`config.mk`:
```
export PLATFORM = sky130hd
export DESIGN_NAME = ipc_irq_prio
export DESIGN_NICKNAME = d
export VERILOG_FILES = /design/src/ipc_irq_prio.v
export VERILOG_INCLUDE_DIRS = /design/src
export SDC_FILE = /design/constraint.sdc
export NUM_CORES = 1
export LEC_CHECK = 0
export ABC_CLOCK_PERIOD_IN_PS = 4600
export BUFFER_PORTS_ARGS = -buffer_cell sky130_fd_sc_hd__clkbuf_2
export CELL_PAD_IN_SITES_DETAIL_PLACEMENT = 0
export CELL_PAD_IN_SITES_GLOBAL_PLACEMENT = 1
export CORE_UTILIZATION = 30
export CTS_CLUSTER_DIAMETER = 50
export CTS_CLUSTER_SIZE = 12
export DETAILED_ROUTE_END_ITERATION = 12
export PLACE_DENSITY_LB_ADDON = 0.1
export RECOVER_POWER = 50
export SETUP_SLACK_MARGIN = 0.4
export SLEW_MARGIN = 20
export SYNTH_ARGS = -nofsm -noshare
export SYNTH_HDL_FRONTEND = slang
export SYNTH_SLANG_ARGS = --single-unit
export TNS_END_PERCENT = 1
```
`constraint.sdc`:
```
create_clock -name clk -period 4.6 [get_ports clk]
set_clock_uncertainty 0.05 [all_clocks]
set_input_delay 0.92 -clock clk [delete_from_list [all_inputs] [get_ports clk]]
set_output_delay 0.92 -clock clk [all_outputs]
set_load 0.03 [all_outputs]
```
`src/ipc_defines.vh`:
```
// Purpose: constants for the interrupt priority and external pin select block
// Assumes: APB with 32-bit data, one aligned word per register
// Notes: sources indexed 0..NSRC-1, lower index wins among equal priority
// Behaviour
// - each source has its own priority bit, low by default after reset.
// - a high request may preempt a low routine; nothing preempts a high routine.
// - after a preempting high routine returns, the preempted low routine resumes.
// - among simultaneous requests the higher priority level is served first.
// - among equal-level simultaneous requests a fixed source order decides.
// - pending requests are sampled and priority decoded on every clock.
// - fastest response is 7 clocks: detect, one instruction, 5-clock call.
// - a request pending at return-from-interrupt waits one more instruction.
// - worst response is 19 clocks: detect, 5 return, 8 divide, 5 call.
// - a request waits while an equal or higher routine runs, through its return.
// - ext_irq_b polarity bit 7: 0 active low, 1 active high.
// - bits 6:4 select port 0 pin 0..7 for ext_irq_b.
// - ext_irq_a polarity bit 3: 0 active low, 1 active high.
// - bits 2:0 select port 0 pin 0..7 for ext_irq_a.
// - external inputs observe their pins without driving or disturbing them.
`ifndef IPC_DEFINES_VH
`define IPC_DEFINES_VH
`define IPC_NSRC 16
`define IPC_ADDR_CFG 12'he4
`define IPC_ADDR_PRIO 12'h100
`define IPC_ADDR_STAT 12'h104
`define IPC_ADDR_MASK 12'h108
`define IPC_ADDR_ACTV 12'h10c
`define IPC_CFG_RESET 8'h01
`define IPC_B_POL 7
`define IPC_B_SEL_HI 6
`define IPC_B_SEL_LO 4
`define IPC_A_POL 3
`define IPC_A_SEL_HI 2
`define IPC_A_SEL_LO 0
`define IPC_DETECT_CYC 4'd1
`define IPC_INSTR_CYC 4'd1
`define IPC_CALL_CYC 4'd5
`define IPC_MIN_RESP 7
`define IPC_MAX_RESP 19
`endif

```
`src/ipc_irq_prio.v`:
```
// Purpose: two-level interrupt arbitration plus external pin select
// Assumes: CPU reports instruction ends and returns; sources are levels
// Notes: vectorValid pulses when the call to a routine starts
`timescale 1ns/1ps
`default_nettype none
`include "ipc_defines.vh"
module ipc_irq_prio (
  input wire clk,
  input wire rst,
  input wire psel,
  input wire penable,
  input wire pwrite,
  input wire [11:0] paddr,
  input wire [31:0] pwdata,
  output reg [31:0] prdata,
  output wire pready,
  output wire pslverr,
  input wire [13:0] periphReq,
  input wire [7:0] port0Pin,
  input wire instrDone,
  input wire retiDone,
  output reg vectorValid,
  output reg [3:0] vectorNum,
  output reg callBusy,
  output wire irq
);
  localparam NS = `IPC_NSRC;
  localparam ST_IDLE = 2'd0;
  localparam ST_WAIT = 2'd1;
  localparam ST_CALL = 2'd2;

  reg [7:0] cfg_r;
  reg [NS-1:0] prio_r;
  reg [NS-1:0] stat_r;
  reg [NS-1:0] mask_r;
  reg [7:0] pinMeta_r;
  reg [7:0] pinSync_r;
  reg [NS-1:0] pend_r;
  reg actLow_r;
  reg actHigh_r;
  reg [1:0] state_r;
  reg [3:0] cnt_r;
  reg [3:0] selNum_r;
  reg selHigh_r;

  wire wrEn = psel && penable && pwrite;
  wire rdEn = psel && penable && !pwrite;
  wire hitCfg = paddr == `IPC_ADDR_CFG;
  wire hitPrio = paddr == `IPC_ADDR_PRIO;
  wire hitStat = paddr == `IPC_ADDR_STAT;
  wire hitMask = paddr == `IPC_ADDR_MASK;
  wire hitActv = paddr == `IPC_ADDR_ACTV;
  wire hitAny = hitCfg | hitPrio | hitStat | hitMask | hitActv;
  assign pready = 1'b1;
  assign pslverr = psel && penable && !hitAny;

  // polarity: bit set means active high
  function pinLevel;
    input [7:0] pins;
    input [2:0] sel;
    input pol;
    begin
      pinLevel = pins[sel] ~^ pol;
    end
  endfunction

  // lowest index among a vector
  function [4:0] firstSet;
    input [NS-1:0] v;
    integer i;
    begin
      firstSet = 5'h10;
      for (i = NS - 1; i >= 0; i = i - 1) begin
        if (v[i]) begin
          firstSet = i[4:0];
        end
      end
    end
  endfunction

  wire extA = pinLevel(pinSync_r, cfg_r[`IPC_A_SEL_HI:`IPC_A_SEL_LO], cfg_r[`IPC_A_POL]);
  wire extB = pinLevel(pinSync_r, cfg_r[`IPC_B_SEL_HI:`IPC_B_SEL_LO], cfg_r[`IPC_B_POL]);
  wire [NS-1:0] rawReq = {periphReq, extB, extA};

  // candidates allowed by current activity
  wire [NS-1:0] hiCand = pend_r & prio_r;
  wire [NS-1:0] loCand = pend_r & ~prio_r;
  wire hiOk = !actHigh_r;
  wire loOk = !actHigh_r && !actLow_r;
  wire [4:0] hiPick = firstSet(hiCand);
  wire [4:0] loPick = firstSet(loCand);
  wire hiAvail = hiOk && !hiPick[4];
  wire loAvail = loOk && !loPick[4];
  wire anyAvail = hiAvail || loAvail;
  wire [3:0] pickNum = hiAvail ? hiPick[3:0] : loPick[3:0];

  assign irq = |(stat_r & mask_r);

  always @(posedge clk) begin
    if (rst) begin
      pinMeta_r <= 8'h00;
      pinSync_r <= 8'h00;
    end else begin
      pinMeta_r <= port0Pin;
      pinSync_r <= pinMeta_r;
    end
  end

  // register file
  always @(posedge clk) begin
    if (rst) begin
      cfg_r <= `IPC_CFG_RESET;
      prio_r <= {NS{1'b0}};
      mask_r <= {NS{1'b0}};
      stat_r <= {NS{1'b0}};
    end else begin
      if (wrEn && hitCfg) begin
        cfg_r <= pwdata[7:0];
      end
      if (wrEn && hitPrio) begin
        prio_r <= pwdata[NS-1:0];
      end
      if (wrEn && hitMask) begin
        mask_r <= pwdata[NS-1:0];
      end
      // set wins over write-one-to-clear
      stat_r <= (stat_r & ~((wrEn && hitStat) ? pwdata[NS-1:0] : {NS{1'b0}})) | rawReq;
    end
  end

  always @(posedge clk) begin
    if (rst) begin
      prdata <= 32'h00000000;
    end else if (psel && !penable) begin
      prdata <= 32'h00000000;
      if (paddr == `IPC_ADDR_CFG) begin
        prdata <= {24'h000000, cfg_r};
      end else if (paddr == `IPC_ADDR_PRIO) begin
        prdata <= {16'h0000, prio_r};
      end else if (paddr == `IPC_ADDR_STAT) begin
        prdata <= {16'h0000, stat_r};
      end else if (paddr == `IPC_ADDR_MASK) begin
        prdata <= {16'h0000, mask_r};
      end else if (paddr == `IPC_ADDR_ACTV) begin
        prdata <= {26'h0000000, state_r, 2'b00, actHigh_r, actLow_r};
      end
    end
  end

  // arbitration and call sequencing
  always @(posedge clk) begin
    if (rst) begin
      pend_r <= {NS{1'b0}};
      actLow_r <= 1'b0;
      actHigh_r <= 1'b0;
      state_r <= ST_IDLE;
      cnt_r <= 4'd0;
      selNum_r <= 4'd0;
      selHigh_r <= 1'b0;
      vectorValid <= 1'b0;
      vectorNum <= 4'd0;
      callBusy <= 1'b0;
    end else begin
      pend_r <= rawReq;
      vectorValid <= 1'b0;
      if (retiDone) begin
        if (actHigh_r) begin
          actHigh_r <= 1'b0;
        end else begin
          actLow_r <= 1'b0;
        end
      end
      case (state_r)
        ST_IDLE: begin
          if (anyAvail) begin
            selNum_r <= pickNum;
            selHigh_r <= hiAvail;
            state_r <= ST_WAIT;
          end
        end
        ST_WAIT: begin
          // one instruction completes before the call; a return itself never counts
          if (instrDone && !retiDone) begin
            state_r <= ST_CALL;
            cnt_r <= `IPC_CALL_CYC;
            callBusy <= 1'b1;
            vectorValid <= 1'b1;
            vectorNum <= selNum_r;
            if (selHigh_r) begin
              actHigh_r <= 1'b1;
            end else begin
              actLow_r <= 1'b1;
            end
          end
        end
        ST_CALL: begin
          if (cnt_r == 4'd1) begin
            callBusy <= 1'b0;
            state_r <= ST_IDLE;
          end
          cnt_r <= cnt_r - 4'd1;
        end
        default: begin
          state_r <= ST_IDLE;
        end
      endcase
    end
  end
endmodule
`default_nettype wire

```
==> flow_summary.toml <==
[logic_synthesis]
synthFlopType = "dfxtp_1"
async_flop_share = 0
ys_ff_latch = 123
yosysUniqueCellTypes = 67
netlist_top_cells_area = "dfxtp_1 (44%), mux2i_1 (9.8%), nor2_1 (5.4%)"
synth_edf_count = 0
syn_avg_cell_area_um2 = 9.22
yosysSeqAreaShare = 0.439
synth_area_um2 = 5610
synth_top_area_cell = "dfxtp_1"
netlist_instances = 608
synth_warnings = 0
yosysTopAreaCellShare = 0.439

[sta]
period_needed_ns = 3.32
tightest_slew_ns = 2.27
setup_tns_ns = 0
rsz0062_at_grt = "no"
max_freq_mhz = 301
maxSlewViolCount = 48
period_share = 0.721
hold_viol_final = 0
setup_viol = 0
slew_headroom = -0.514
hold_slack_ns = 0.385

[global_route]
overflow = 0
grt_usage = 0.172
grt_pass1_vias = 4452
antenna_found_initial = 0
grt_max_degree = 73
grt_pass1_wl_um = 25000

[worst_setup_path]
slowest_stage = "clkbuf_1"
critical_path.top_delay_family = "buffers and inverters"
worst-path-stages = 4
crit_chain = "clkbuf_1 -> inv_1 -> nand3b_1 -> o41ai_2"
cp.arrival_ns = 3.49
critPathBufInv = 2
crit_type = "primary input to flip-flop"
critPathCaptureType = "flip-flop"
start_kind = "primary input"
r2r_cells = 6
worstPathRequired_ns = 4.77
cp_max_fo = 48
cpPeakStageDelay_ns = 1.58

[cts]
cts-hold-fix-buffers = 0
clk_pin_slew_worst_paths_ns = 0.06
clock_sinks = 123
clock_latency_ns = 0.42
root_buffer = "clkbuf_16"
clk_path_buf_depth = 2
cts_resized = 0
htreeDepth = 4
cts_tree = "yes"
cts_buffers = 17
cts_setup_buffers = 0

[pwr]
switching_share = 0.257
seq_power_share = 0.423
power_frac_comb = 0.082
power.internal_mw = 1.99
power.net_switching_mw = 0.689
pwr-share-clk = 0.495
ir_drop_mv = 0.254
leakagePower_nw = 2.66
power_density_nw_per_um2 = 399

[cells_and_area]
multi_input_area_um2 = 2910
diodes = 0
final_common_cell = "dfxtp_1"
n_fill_cell = 1874
syn_to_final_growth_pct = 19.7
seq_area_um2 = 2460
fin_nets = 755
drive_gt1_frac = 0.180
final_cell_mix = "dfxtp_1 (123), nor2_1 (81), nand2_1 (62)"

[floorplan]
coreArea_um2 = 18100
io_pins = 114
die_w_um = 139
fp-row-count = 49
dieArea_um2 = 19200
start_util = 0.309
die_h_um = 139

[placement]
routabilityCongestion = 0.798
dpl.hpwl_um = 11700
io_buffer_count = 80

[drt]
routed_wirelength_um = 16000
wire_per_inst_um = 17.4
initialDrtViolationCount = 250
drt_pass1_iterations = 11
antenna_left = 0
drcViolationCount = 6
viasPerCell = 4.90
dr_total_vias = 4517

[run]
cap_violations = 1

[run_status]
status = "complete, but fails checks"
violations = "design-rule violations, max-capacitance violations, max-slew violations"

[worst_hold_path]
holdPathStages = 1
hold_path.class = "flip-flop to flip-flop"
[registers in the layout (all words and copies together), names as in the netlist]
name,count
state_r,2
callBusy,1
cfg_r,8
pend_r,16
vectorNum,4
pinSync_r,8
actLow_r,1
cnt_r,4
mask_r,16
pinMeta_r,8
selNum_r,4
prio_r,16
selHigh_r,1
stat_r,16
prdata,16
vectorValid,1
actHigh_r,1
[cells in the mapped netlist, types with 2 or more instances]
master / count
a21oi_1: 36
a21oi_2: 2
a221oi_1: 12
a22o_1: 7
a22oi_1: 5
a31o_2: 2
a31oi_1: 3
a32oi_1: 2
and2_1: 2
and3_1: 4
buf_2: 5
buf_4: 22
clkbuf_1: 20
conb_1: 2
dfxtp_1: 123
ha_1: 2
inv_1: 8
mux2i_1: 55
mux4_2: 7
nand2_1: 62
nand2b_1: 10
nand3_1: 13
nand4_1: 2
nor2_1: 81
nor2b_1: 44
nor3_1: 9
nor4_1: 3
nor4b_1: 2
o211ai_1: 4
o21ai_0: 18
or2b_1: 3
xnor2_1: 2
xor2_1: 2
[layer usage]
metal	GRT usage	vias to the layer above	share of wire
met1	0.218	2141	0.47
met3	0.0352	18	0.036
li1	-	2252	-
met2	0.288	106	0.48
met5	0	-	0
met4	0.0632	0	0.014
[cells by family (layout without fill, tap and decap cells)]
group,after synthesis,in the layout,share of synthesized area
mux,63,63,0.131
flops,123,123,0.439
buf+inv,57,127,0.0542
compound gates,107,107,0.137
other cells,2,17,0.00134
simple gates,250,250,0.226
xor+xnor,4,4,0.00625
fa+ha+maj,2,2,0.00446
[path summary, 6_finish.rpt]
kind | startpoint | slack (ns) | endpoint
min reg2reg | pinMeta_r[5] | 0.38 | pinSync_r[5]
max | rst | 1.28 | selNum_r[0]
max reg2reg | pend_r[9] | 2.39 | selNum_r[2]
min | pinMeta_r[5] | 0.38 | pinSync_r[5]
[per-stage QoR]
step           cell area, µm²  utilization  total power, mW  instances  setup WS (ns)
2_1_floorplan            5660            -             1.31        623           1.36
3_3_place_gp             6140        0.339             1.38        890           1.26
3_5_place_dp             6150        0.339             1.38        890           1.27
4_1_cts                  6740        0.371             2.71        922           1.38
5_1_grt                  6710        0.370             2.79        922          0.971
6_report                 6710        0.370             2.68        922           1.28
[worst register-to-register path: stages (launching register included)]
cell       delay [ns]
dfxtp_1          0.43
nor2b_1          0.25
nand4bb_2        0.24
o41ai_4          0.12
a2111oi_4        0.59
o311a_1          0.30
nor3_2           0.04
[cell type report]
class	count	share of cell area
multi-input combinational	443	0.433
tap	229	0.0427
clock buffer	17	0.0634
clock inverter	15	0.0248
timing repair buffer	87	0.0651
sequential	123	0.367
inverter	8	0.00447
[power groups by stage]
| stage | Combinational [mW] | Clock (mW) | Sequential (mW) |
|---|---|---|---|
| 2_1_floorplan | 0.150 | 0 | 1.16 |
| 3_3_place_gp | 0.220 | 0 | 1.16 |
| 3_5_place_dp | 0.223 | 0 | 1.16 |
| 4_1_cts | 0.223 | 1.35 | 1.13 |
| 5_1_grt | 0.241 | 1.41 | 1.14 |
| 6_report | 0.219 | 1.33 | 1.13 |
(Power assumes the default switching activity.)
